### config.mk
export PLATFORM = sky130hd
export DESIGN_NAME = sic_switch_irq
export DESIGN_NICKNAME = d
export VERILOG_FILES = /design/src/hw/sic_pkg.sv /design/src/hw/sic_switch_irq.sv
export SDC_FILE = /design/constraint.sdc
export NUM_CORES = 1
export LEC_CHECK = 0
export BUFFER_PORTS_ARGS = -buffer_cell sky130_fd_sc_hd__buf_2
export CAP_MARGIN = 10
export CORE_AREA = 2 2 178 180
export CTS_CLUSTER_SIZE = 12
export DETAILED_ROUTE_END_ITERATION = 7
export DIE_AREA = 0 0 180 182
export SETUP_SLACK_MARGIN = 0.2
export SYNTH_ARGS = -nofsm -noshare
export SYNTH_HDL_FRONTEND = slang
export SYNTH_SLANG_ARGS = --single-unit
export TNS_END_PERCENT = 100
### constraint.sdc
create_clock -name clk -period 3.1 [get_ports clk]
set_input_delay 0.62 -clock clk [delete_from_list [all_inputs] [get_ports clk]]
set_output_delay 0.62 -clock clk [all_outputs]
set_load 0.05 [all_outputs]
### src/hw/sic_pkg.sv
// shared constants, types and detection helper for the interrupt controller
package sic_pkg;

  localparam int SRC_CNT = 24;
  localparam int DST_CNT = 4;
  localparam int EXT_CNT = 2;
  localparam int PORT_CNT_DEF = 4;

  // fixed source bit positions
  localparam int SRC_AGG = 0;
  localparam int SRC_EXT0 = 1;
  localparam int SRC_EXT1 = 2;
  localparam int SRC_INT_LO = 3;
  localparam int INT_CNT = SRC_CNT - SRC_INT_LO;

  // fixed destination replication indices
  localparam int DST_PROCESSOR_IRQ_ZERO = 0;
  localparam int DST_PROCESSOR_IRQ_ONE = 1;
  localparam int DST_EXT0 = 2;
  localparam int DST_EXT1 = 3;

  // values after reset
  localparam logic [SRC_CNT-1:0] SRC_RST = 24'h000000;
  localparam logic [EXT_CNT-1:0] EXT_RST = 2'h0;
  localparam logic BIT_RST = 1'b0;

  typedef enum logic [1:0] {
    SIC_DET_LEVEL = 2'b00,
    SIC_DET_ANY = 2'b01,
    SIC_DET_FALL = 2'b10,
    SIC_DET_RISE = 2'b11
  } sic_det_t;

  typedef struct packed {
    logic [SRC_CNT-1:0][1:0] detect_method_select;
    logic [SRC_CNT-1:0] source_enable_mask;
    logic [SRC_CNT-1:0] latch_bypass_select;
  } sic_src_cfg_t;

  typedef struct packed {
    logic [EXT_CNT-1:0] ext_input_polarity;
    logic [EXT_CNT-1:0] ext_output_polarity;
    logic [EXT_CNT-1:0] ext_output_drive_style;
  } sic_ext_cfg_t;

  // event condition for one source from current and previous level
  function automatic logic sic_detect(input logic [1:0] method,
                                      input logic cur,
                                      input logic prev);
    logic hit;
    hit = 1'b0;
    unique case (sic_det_t'(method))
      SIC_DET_LEVEL: hit = cur;
      SIC_DET_ANY: hit = cur ^ prev;
      SIC_DET_FALL: hit = prev & ~cur;
      SIC_DET_RISE: hit = cur & ~prev;
    endcase
    return hit;
  endfunction

endpackage

### src/hw/sic_switch_irq.sv
// interrupt controller: source, port-level and destination logic
`timescale 1ns/1ps
`default_nettype none
// How it works
// - raw source levels readable per bit
// - level mode sets latch while active
// - edge mode sets latch on any change
// - falling mode sets latch on active-to-inactive
// - rising mode sets latch on inactive-to-active
// - writing one clears latch; zero ignored
// - clear never hides a live event
// - latched and enabled source goes to targets
// - active and enabled sources shown in view
// - bypass uses raw level, skips latch
// - each target masks sources on its own
// - each target shows its pending sources
// - port interrupts aggregate into source zero
// - per-port polarity applied before detection
// - port hierarchy mirrors top-level source logic
// - two external inputs, two outputs, independent
// - per-line polarity for external inputs, outputs
// - drive style zero drives both levels
// - drive style one, polarity zero: open collector
// - source bit positions are fixed
// - target indices are fixed
// - active high inside, polarity at edges
module sic_switch_irq
  import sic_pkg::*;
#(
  parameter int PORT_CNT = PORT_CNT_DEF
)(
  input wire logic clk,
  input wire logic rst_n,
  input wire logic [INT_CNT-1:0] internal_sources,
  input wire logic ext_input_line_zero,
  input wire logic ext_input_line_one,
  input wire logic [PORT_CNT-1:0] port_irq,
  input wire sic_src_cfg_t src_cfg,
  input wire logic [SRC_CNT-1:0] latched_event_clear,
  input wire logic [DST_CNT-1:0][SRC_CNT-1:0] target_source_mask,
  input wire logic [PORT_CNT-1:0] port_irq_polarity,
  input wire logic [PORT_CNT-1:0][1:0] port_detect_method,
  input wire logic [PORT_CNT-1:0] port_enable_mask,
  input wire logic [PORT_CNT-1:0] port_latch_bypass,
  input wire logic [PORT_CNT-1:0] port_latched_clear,
  input wire sic_ext_cfg_t ext_cfg,
  output logic [SRC_CNT-1:0] source_level_view,
  output logic [SRC_CNT-1:0] latched_event_bits,
  output logic [SRC_CNT-1:0] active_enabled_view,
  output logic [DST_CNT-1:0][SRC_CNT-1:0] target_pending_view,
  output logic [PORT_CNT-1:0] port_level_view,
  output logic [PORT_CNT-1:0] port_latched_events,
  output logic [PORT_CNT-1:0] port_active_view,
  output logic aggregated_port_source,
  output logic processor_irq_zero,
  output logic processor_irq_one,
  output logic ext_output_line_zero,
  output logic ext_output_line_zero_oe,
  output logic ext_output_line_one,
  output logic ext_output_line_one_oe
);

  // port-level hierarchy
  logic [PORT_CNT-1:0] port_prev;
  logic [PORT_CNT-1:0] next_port_level;
  logic [PORT_CNT-1:0] next_port_latched;
  logic [PORT_CNT-1:0] next_port_active;
  logic next_port_agg;

  always_comb
  begin
    next_port_level = port_irq ~^ port_irq_polarity;
    next_port_latched = port_latched_events;
    next_port_active = '0;
    for (int m = 0; m < PORT_CNT; m++)
    begin
      // set after clear so a same-cycle event survives
      if (port_latched_clear[m])
      begin
        next_port_latched[m] = 1'b0;
      end
      if (sic_detect(port_detect_method[m], port_level_view[m],
                     port_prev[m]))
      begin
        next_port_latched[m] = 1'b1;
      end
      if (port_latch_bypass[m])
      begin
        next_port_active[m] = port_level_view[m] & port_enable_mask[m];
      end
      else
      begin
        next_port_active[m] = port_latched_events[m] & port_enable_mask[m];
      end
    end
    next_port_agg = |port_active_view;
  end

  always_ff @(posedge clk)
  begin
    if (!rst_n)
    begin
      port_level_view <= '0;
      port_prev <= '0;
      port_latched_events <= '0;
      port_active_view <= '0;
      aggregated_port_source <= BIT_RST;
    end
    else
    begin
      port_level_view <= next_port_level;
      port_prev <= port_level_view;
      port_latched_events <= next_port_latched;
      port_active_view <= next_port_active;
      aggregated_port_source <= next_port_agg;
    end
  end

  // top-level sources
  logic [SRC_CNT-1:0] src_prev;
  logic [SRC_CNT-1:0] next_level;
  logic [SRC_CNT-1:0] next_latched;
  logic [SRC_CNT-1:0] indicated;
  logic [SRC_CNT-1:0] next_active;

  always_comb
  begin
    // polarity corrected before entry, active high inside
    next_level = SRC_RST;
    next_level[SRC_AGG] = aggregated_port_source;
    next_level[SRC_EXT0] = ext_input_line_zero
                           ~^ ext_cfg.ext_input_polarity[0];
    next_level[SRC_EXT1] = ext_input_line_one
                           ~^ ext_cfg.ext_input_polarity[1];
    next_level[SRC_CNT-1:SRC_INT_LO] = internal_sources;
    next_latched = latched_event_bits;
    for (int n = 0; n < SRC_CNT; n++)
    begin
      if (latched_event_clear[n])
      begin
        next_latched[n] = 1'b0;
      end
      // level, any edge, falling or rising per method
      if (sic_detect(src_cfg.detect_method_select[n],
                     source_level_view[n], src_prev[n]))
      begin
        next_latched[n] = 1'b1;
      end
    end
    // bypass takes the raw level; only safe for sticky sources
    indicated = SRC_RST;
    for (int n = 0; n < SRC_CNT; n++)
    begin
      if (src_cfg.latch_bypass_select[n])
      begin
        indicated[n] = source_level_view[n];
      end
      else
      begin
        indicated[n] = latched_event_bits[n];
      end
    end
    next_active = indicated & src_cfg.source_enable_mask;
  end

  always_ff @(posedge clk)
  begin
    if (!rst_n)
    begin
      source_level_view <= SRC_RST;
      src_prev <= SRC_RST;
      latched_event_bits <= SRC_RST;
      active_enabled_view <= SRC_RST;
    end
    else
    begin
      source_level_view <= next_level;
      src_prev <= source_level_view;
      latched_event_bits <= next_latched;
      active_enabled_view <= next_active;
    end
  end

  // destinations
  logic [DST_CNT-1:0][SRC_CNT-1:0] next_pending;
  logic [DST_CNT-1:0] dst_hit;
  logic [EXT_CNT-1:0] next_ext_out;
  logic [EXT_CNT-1:0] next_ext_oe;

  always_comb
  begin
    for (int d = 0; d < DST_CNT; d++)
    begin
      next_pending[d] = next_active & target_source_mask[d];
      dst_hit[d] = |next_pending[d];
    end
    for (int e = 0; e < EXT_CNT; e++)
    begin
      // polarity applied after leaving the controller
      if (ext_cfg.ext_output_drive_style[e])
      begin
        // drive the active level only while asserted, else release
        next_ext_out[e] = ext_cfg.ext_output_polarity[e];
        next_ext_oe[e] = dst_hit[DST_EXT0+e];
      end
      else
      begin
        next_ext_out[e] = dst_hit[DST_EXT0+e]
                          ~^ ext_cfg.ext_output_polarity[e];
        next_ext_oe[e] = 1'b1;
      end
    end
  end

  always_ff @(posedge clk)
  begin
    if (!rst_n)
    begin
      target_pending_view <= '0;
      processor_irq_zero <= BIT_RST;
      processor_irq_one <= BIT_RST;
      ext_output_line_zero <= BIT_RST;
      ext_output_line_zero_oe <= BIT_RST;
      ext_output_line_one <= BIT_RST;
      ext_output_line_one_oe <= BIT_RST;
    end
    else
    begin
      target_pending_view <= next_pending;
      processor_irq_zero <= dst_hit[DST_PROCESSOR_IRQ_ZERO];
      processor_irq_one <= dst_hit[DST_PROCESSOR_IRQ_ONE];
      ext_output_line_zero <= next_ext_out[0];
      ext_output_line_zero_oe <= next_ext_oe[0];
      ext_output_line_one <= next_ext_out[1];
      ext_output_line_one_oe <= next_ext_oe[1];
    end
  end

endmodule
`default_nettype wire

; ---- Yosys cells after proc, flatten, opt, wreduce, memory -nomap -nowiden
; Cells that the tools add are included.
; W data, S select, Z words.
[totals]
reg_bits = 215
word_cells = 464
[op_classes]
muxes = 116
n_reduce_logical = 61
eq_ne = 84
bitwise = 158
[ops]
columns = op, count
row1 = $and A24 B24 Y24, 5
row2 = $eq A2 B2 Y1 const B, 56
row3 = $pmux W1 S4, 28
row4 = $reduce_or A24 Y1, 4
row5 = $mux W1, 88
row6 = $and A1 B1 Y1, 64
row7 = $eq A2 B1 Y1 const B, 28
row8 = $logic_not A2 Y1, 28
row9 = $not A1 Y1, 56
row10 = $reduce_bool A2 Y1, 28
row11 = $xor A1 B1 Y1, 28
row12 = $reduce_or A4 Y1, 1
row13 = $xnor A1 B1 Y1, 4
row14 = $xnor A4 B4 Y4, 1

; ---- Logic depth before layout (Yosys ltp)
[depth]
word_depth = 6
ltp_mapped = 7
ltp_nobuf = 6

; ---- Least setup slack after synthesis
; No wires, ideal clock.
[synth_path]
kind = input port to flip-flop
start = in src_cfg[1] in the netlist's numbering
end = reg ext_output_line_one
path_stages = 7
setup_slack_ns = 1.035
t_arrival_ns = 1.995
n_path_buf = 1
setup_ns = 0.070
path_cell_list = mux2i_1 > nor2b_1 > buf_2 > a221oi_1 > nand4_1 > or4_1 > a21boi_1
[synth_between]
elab_chain_len = 6
[synth_lines]
columns = element, line
row1 = "start, declared", sic_switch_irq.sv:38  ; input wire sic_src_cfg_t src_cfg,
row2 = $mux W1, sic_switch_irq.sv:154  ; if (src_cfg.latch_bypass_select[n])
row3 = $and A24 B24 Y24, sic_switch_irq.sv:163  ; next_active = indicated & src_cfg.source_enable_mask;
row4 = $and A24 B24 Y24, sic_switch_irq.sv:194  ; next_pending[d] = next_active & target_source_mask[d];
row5 = $reduce_or A24 Y1, sic_switch_irq.sv:195  ; dst_hit[d] = |next_pending[d];
row6 = $xnor A1 B1 Y1, sic_switch_irq.sv:208  ; next_ext_out[e] = dst_hit[DST_EXT0+e]
row7 = $mux W1, sic_switch_irq.sv:200  ; if (ext_cfg.ext_output_drive_style[e])
row8 = "end signal, assigned", sic_switch_irq.sv:234  ; ext_output_line_one <= next_ext_out[1];
row9 = "end, declared", sic_switch_irq.sv:59  ; output logic ext_output_line_one,
; Every way passes these cells.
; A chain may end at the register's enable or synchronous reset.

; ---- Final worst setup path
[layout_path]
start = reg source_level_view[13]
end = reg ext_output_line_zero
[layout_between]
elab_chain_len = 6
[layout_lines]
columns = element, line
row1 = "start, declared", sic_switch_irq.sv:47  ; output logic [SRC_CNT-1:0] source_level_view,
row2 = "start signal, assigned", sic_switch_irq.sv:177  ; source_level_view <= next_level;
row3 = $mux W1, sic_switch_irq.sv:154
row4 = $and A24 B24 Y24, sic_switch_irq.sv:163
row5 = $and A24 B24 Y24, sic_switch_irq.sv:194
row6 = $reduce_or A24 Y1, sic_switch_irq.sv:195
row7 = $xnor A1 B1 Y1, sic_switch_irq.sv:208
row8 = $mux W1, sic_switch_irq.sv:200
row9 = "end signal, assigned", sic_switch_irq.sv:232  ; ext_output_line_zero <= next_ext_out[0];
row10 = "end, declared", sic_switch_irq.sv:57  ; output logic ext_output_line_zero,
; Every way passes these cells.

==> metrics.txt <==
# TYPE chip_impl_metric gauge
chip_impl_info{name="status",value="complete, no violations"} 1
chip_impl_metric{name="io_buffers",unit=""} 461
chip_impl_info{name="grt_setup_unrepaired",value="false"} 1
chip_impl_metric{name="setup_viol_count_final",unit=""} 0
chip_impl_info{name="worstSetupEndpointType",value="register"} 1
chip_impl_metric{name="post-route-period-util",unit=""} 0.6981
chip_impl_metric{name="route.final.wire_length",unit="µm"} 31990
chip_impl_metric{name="netlist.area_leader.share",unit=""} 0.4937
chip_impl_metric{name="holdPathStages",unit=""} 2
chip_impl_metric{name="die_y",unit="µm"} 182
chip_impl_metric{name="gr-usage-all-layers",unit=""} 0.1865
chip_impl_metric{name="drc",unit=""} 0
chip_impl_metric{name="worst_slew_margin_rel",unit=""} 0.3295
chip_impl_metric{name="route.vias.total",unit=""} 7692
chip_impl_metric{name="num_io_pins",unit=""} 462
chip_impl_metric{name="routed_wire_length_per_instance",unit="µm"} 18.76
chip_impl_metric{name="cts.clk_slew.worst_paths",unit="ns"} 0.06
chip_impl_metric{name="first_iter_violations",unit=""} 281
chip_impl_info{name="slowest_stage",value="sky130_fd_sc_hd__or4_1"} 1
chip_impl_metric{name="synth.yosys.warnings",unit=""} 0
chip_impl_metric{name="routabilityCongestion",unit=""} 0.8602
chip_impl_metric{name="finalNetCount",unit=""} 1613
chip_impl_metric{name="finalPower",unit="W"} 0.006794
chip_impl_metric{name="worst-slew-pin-transition",unit="ns"} 1.004
chip_impl_info{name="synth.cells.most_frequent",value="215 x sky130_fd_sc_hd__dfxtp_1, 94 x sky130_fd_sc_hd__and3_1, 84 x sky130_fd_sc_hd__inv_1"} 1
chip_impl_metric{name="finClkSkew",unit="ns"} 0.02789
chip_impl_info{name="synthFlopType",value="sky130_fd_sc_hd__dfxtp_1"} 1
chip_impl_info{name="crit_type",value="reg -> reg"} 1
chip_impl_info{name="list_of_cells_traversed_by_the_critical_path",value="mux2i_1, o22ai_1, a221oi_1, nand4_1, or4_1, a21boi_1"} 1
chip_impl_info{name="regToRegStartpoint",value="source_level_view[13]"} 1
chip_impl_metric{name="power_per_cell_area",unit="nW/µm²"} 553.0
chip_impl_metric{name="cts_htree_levels",unit=""} 1
chip_impl_info{name="synth_area_leader_cell",value="sky130_fd_sc_hd__dfxtp_1"} 1
chip_impl_metric{name="clock_insertion_delay_at_the_later_pin_of_the_skew_report",unit="ns"} 0.53
chip_impl_metric{name="synth.yosys.seq_area_share",unit=""} 0.4937
chip_impl_metric{name="synthesis.area",unit="µm²"} 8718
chip_impl_info{name="ys_top_cells_by_area",value="sky130_fd_sc_hd__dfxtp_1 49%, sky130_fd_sc_hd__ha_1 8.0%, sky130_fd_sc_hd__mux4_2 7.2%"} 1
chip_impl_metric{name="floorplan.die_area",unit="µm²"} 32760
chip_impl_info{name="timing.hold.worst.class",value="in -> reg"} 1
chip_impl_metric{name="synth_edf_count",unit=""} 0
chip_impl_metric{name="globalRouteOverflowTotal",unit=""} 0
chip_impl_metric{name="hold_viol_final",unit=""} 0
chip_impl_metric{name="synth.lib_cells_used.distinct",unit=""} 28
chip_impl_metric{name="drtPass1Iterations",unit=""} 4
chip_impl_metric{name="placementRows",unit=""} 65
chip_impl_metric{name="die_width",unit="µm"} 180
chip_impl_metric{name="core_area",unit="µm²"} 30990
chip_impl_metric{name="final_layout_size_suffix_gt1_frac",unit=""} 0.4183
chip_impl_metric{name="starting_density_of_the_core",unit=""} 0.2814
chip_impl_info{name="startpoint",value="source_level_view[13]"} 1
chip_impl_metric{name="grt_antenna_before_repair",unit=""} 5
chip_impl_metric{name="synthesis.nets",unit=""} 1147
chip_impl_metric{name="nFillCells",unit=""} 3128
chip_impl_info{name="cts_root_buffer",value="sky130_fd_sc_hd__clkbuf_16"} 1
chip_impl_metric{name="drv_cap",unit=""} 0
chip_impl_metric{name="ant_nets",unit=""} 0
chip_impl_metric{name="ys_ff_latch",unit=""} 215
chip_impl_metric{name="total_leakage_power",unit="nW"} 6.547
chip_impl_metric{name="ir_worst_vdd",unit="V"} 0.0003152
chip_impl_metric{name="area_delta_synth_final",unit="%"} 40.92
chip_impl_metric{name="ff2ff_path_depth",unit=""} 6
chip_impl_metric{name="layout_min_cycle_time",unit="ns"} 2.164
chip_impl_metric{name="critPathMaxStageDelay",unit="ns"} 0.51
chip_impl_info{name="startpoint_type",value="register"} 1
chip_impl_metric{name="place.detailed.hpwl",unit="µm"} 26130
chip_impl_metric{name="post-cts-setup-buffer-count",unit=""} 0
chip_impl_info{name="holdCritStartpoint",value="internal_sources[19]"} 1
chip_impl_metric{name="critical_path.max_fanout",unit=""} 6
chip_impl_info{name="tritoncts",value="built"} 1
chip_impl_metric{name="finalMaxSlewViolations",unit=""} 0
chip_impl_info{name="yosysMostFrequentCell",value="sky130_fd_sc_hd__dfxtp_1"} 1
chip_impl_metric{name="synth_area_per_cell",unit="µm²"} 10.68
chip_impl_metric{name="grt_start_max_net_pins",unit=""} 123
chip_impl_metric{name="vias_per_cell",unit=""} 4.511
chip_impl_metric{name="ff2ff_setup_slack",unit="ns"} 0.94
chip_impl_metric{name="first_global_vias",unit=""} 7666
chip_impl_metric{name="synthesis.instances",unit=""} 816
chip_impl_metric{name="asyncSetResetFlopFracSynth",unit=""} 0
chip_impl_metric{name="ctsLongestPathBuffers",unit=""} 3
chip_impl_metric{name="data_arrival_time_at_the_worst_slack_endpoint",unit="ns"} 2.62
chip_impl_metric{name="global_route_wire_length_before_repair",unit="µm"} 46760
chip_impl_metric{name="cts_hold_repair.buffers",unit=""} 0
chip_impl_metric{name="numClockSinks",unit=""} 215
chip_impl_metric{name="numCtsBuffers",unit=""} 24
chip_impl_metric{name="setup_total_negative_slack",unit="ns"} 0
chip_impl_metric{name="cts_resized",unit=""} 0
chip_impl_metric{name="worst_ep_required_time",unit="ns"} 3.55
chip_impl_metric{name="max_clock_freq",unit="MHz"} 462.1
[power breakdown]
| part | switching [W] | leakage (nW) | internal (W) |
|---|---|---|---|
| combinational | 0.000693 | 4.43 | 0.000417 |
| sequential | 0.0000797 | 1.76 | 0.00287 |
| clock | 0.00115 | 0.362 | 0.00158 |
[cell families (layout without fill, tap and decap cells)]
family,after synthesis,count (layout),share of synthesized area
simple gates,276,276,0.1880
flops,215,215,0.4937
buf+inv,122,604,0.05382
compound gates,85,85,0.07362
fa+ha+maj,56,56,0.08037
mux,56,56,0.1045
xor+xnor,6,6,0.006028
other cells,0,5,0
[metal layers]
layer  share of wire  global-route usage  vias to the layer above
li1                -                   -                     3698
met1            0.43              0.2348                     3632
met2            0.48              0.3206                      327
met3           0.069             0.03991                       33
met4           0.021             0.05496                        2
met5         0.00041                   0                        -
[state kept, by name (all words and copies together) (netlist names)]
signal                   flops
processor_irq_one            1
port_latched_events          4
processor_irq_zero           1
ext_output_line_one          1
ext_output_line_zero_oe      1
port_active_view             4
aggregated_port_source       1
active_enabled_view         24
src_prev                    24
target_pending_view         96
port_prev                    4
ext_output_line_one_oe       1
latched_event_bits          24
ext_output_line_zero         1
port_level_view              4
source_level_view           24
[final timing paths]
kind | endpoint
max | ext_output_line_zero
min | source_level_view[22]
max reg2reg | ext_output_line_zero
min reg2reg | source_level_view[0]
[cells in the final DEF (no fill, tap or decap), drive strengths merged, types with 5 or more instances in the layout]
cell and instances:
and2 80, xnor2 6, a22oi 28, a21boi 6, ha 56, nand2 32, mux4 28, diode 5
nor2b 52, nor2 6, dfxtp 215, o21a 28, a221oi 10, mux2i 28, inv 84, clkinv 6
clkbuf 34, and3 96, buf 478, o22ai 10
[cell type report]
cell class / count / area, µm² / share of cell area
clock inverter: 8 / 67.56 / 0.005500
antenna: 5 / 12.51 / 0.001018
timing repair buffer: 478 / 2466 / 0.2007
tap: 402 / 503.0 / 0.04094
sequential: 215 / 4304 / 0.3503
multi-input combinational: 479 / 3948 / 0.3213
inverter: 84 / 315.3 / 0.02566
clock buffer: 34 / 669.4 / 0.05449
[stage by stage]
step / utilization / hold slack, ns / instance area, µm² / instances / setup WS (ns)
2_1_floorplan: - / 0.7262 / 8718 / 816 / 1.035
3_3_place_gp: 0.3723 / 0.4450 / 11540 / 1658 / 0.4454
3_5_place_dp: 0.3723 / 0.4614 / 11540 / 1658 / 0.4266
4_1_cts: 0.3961 / 0.2733 / 12270 / 1700 / 0.7965
5_1_grt: 0.3963 / 0.2761 / 12280 / 1703 / 0.6358
6_report: 0.3965 / 0.2961 / 12290 / 1705 / 0.9360
[worst max-delay path, delay by kind of cell, from the launching register on]
family             cells  cell delay (ns)
and+or+nand+nor        2             0.76
muxes                  1             0.29
AOI/OAI and AO/OA      3             0.71
DFF                    1             0.36
Note: power is estimated with default switching activity, not from simulation.
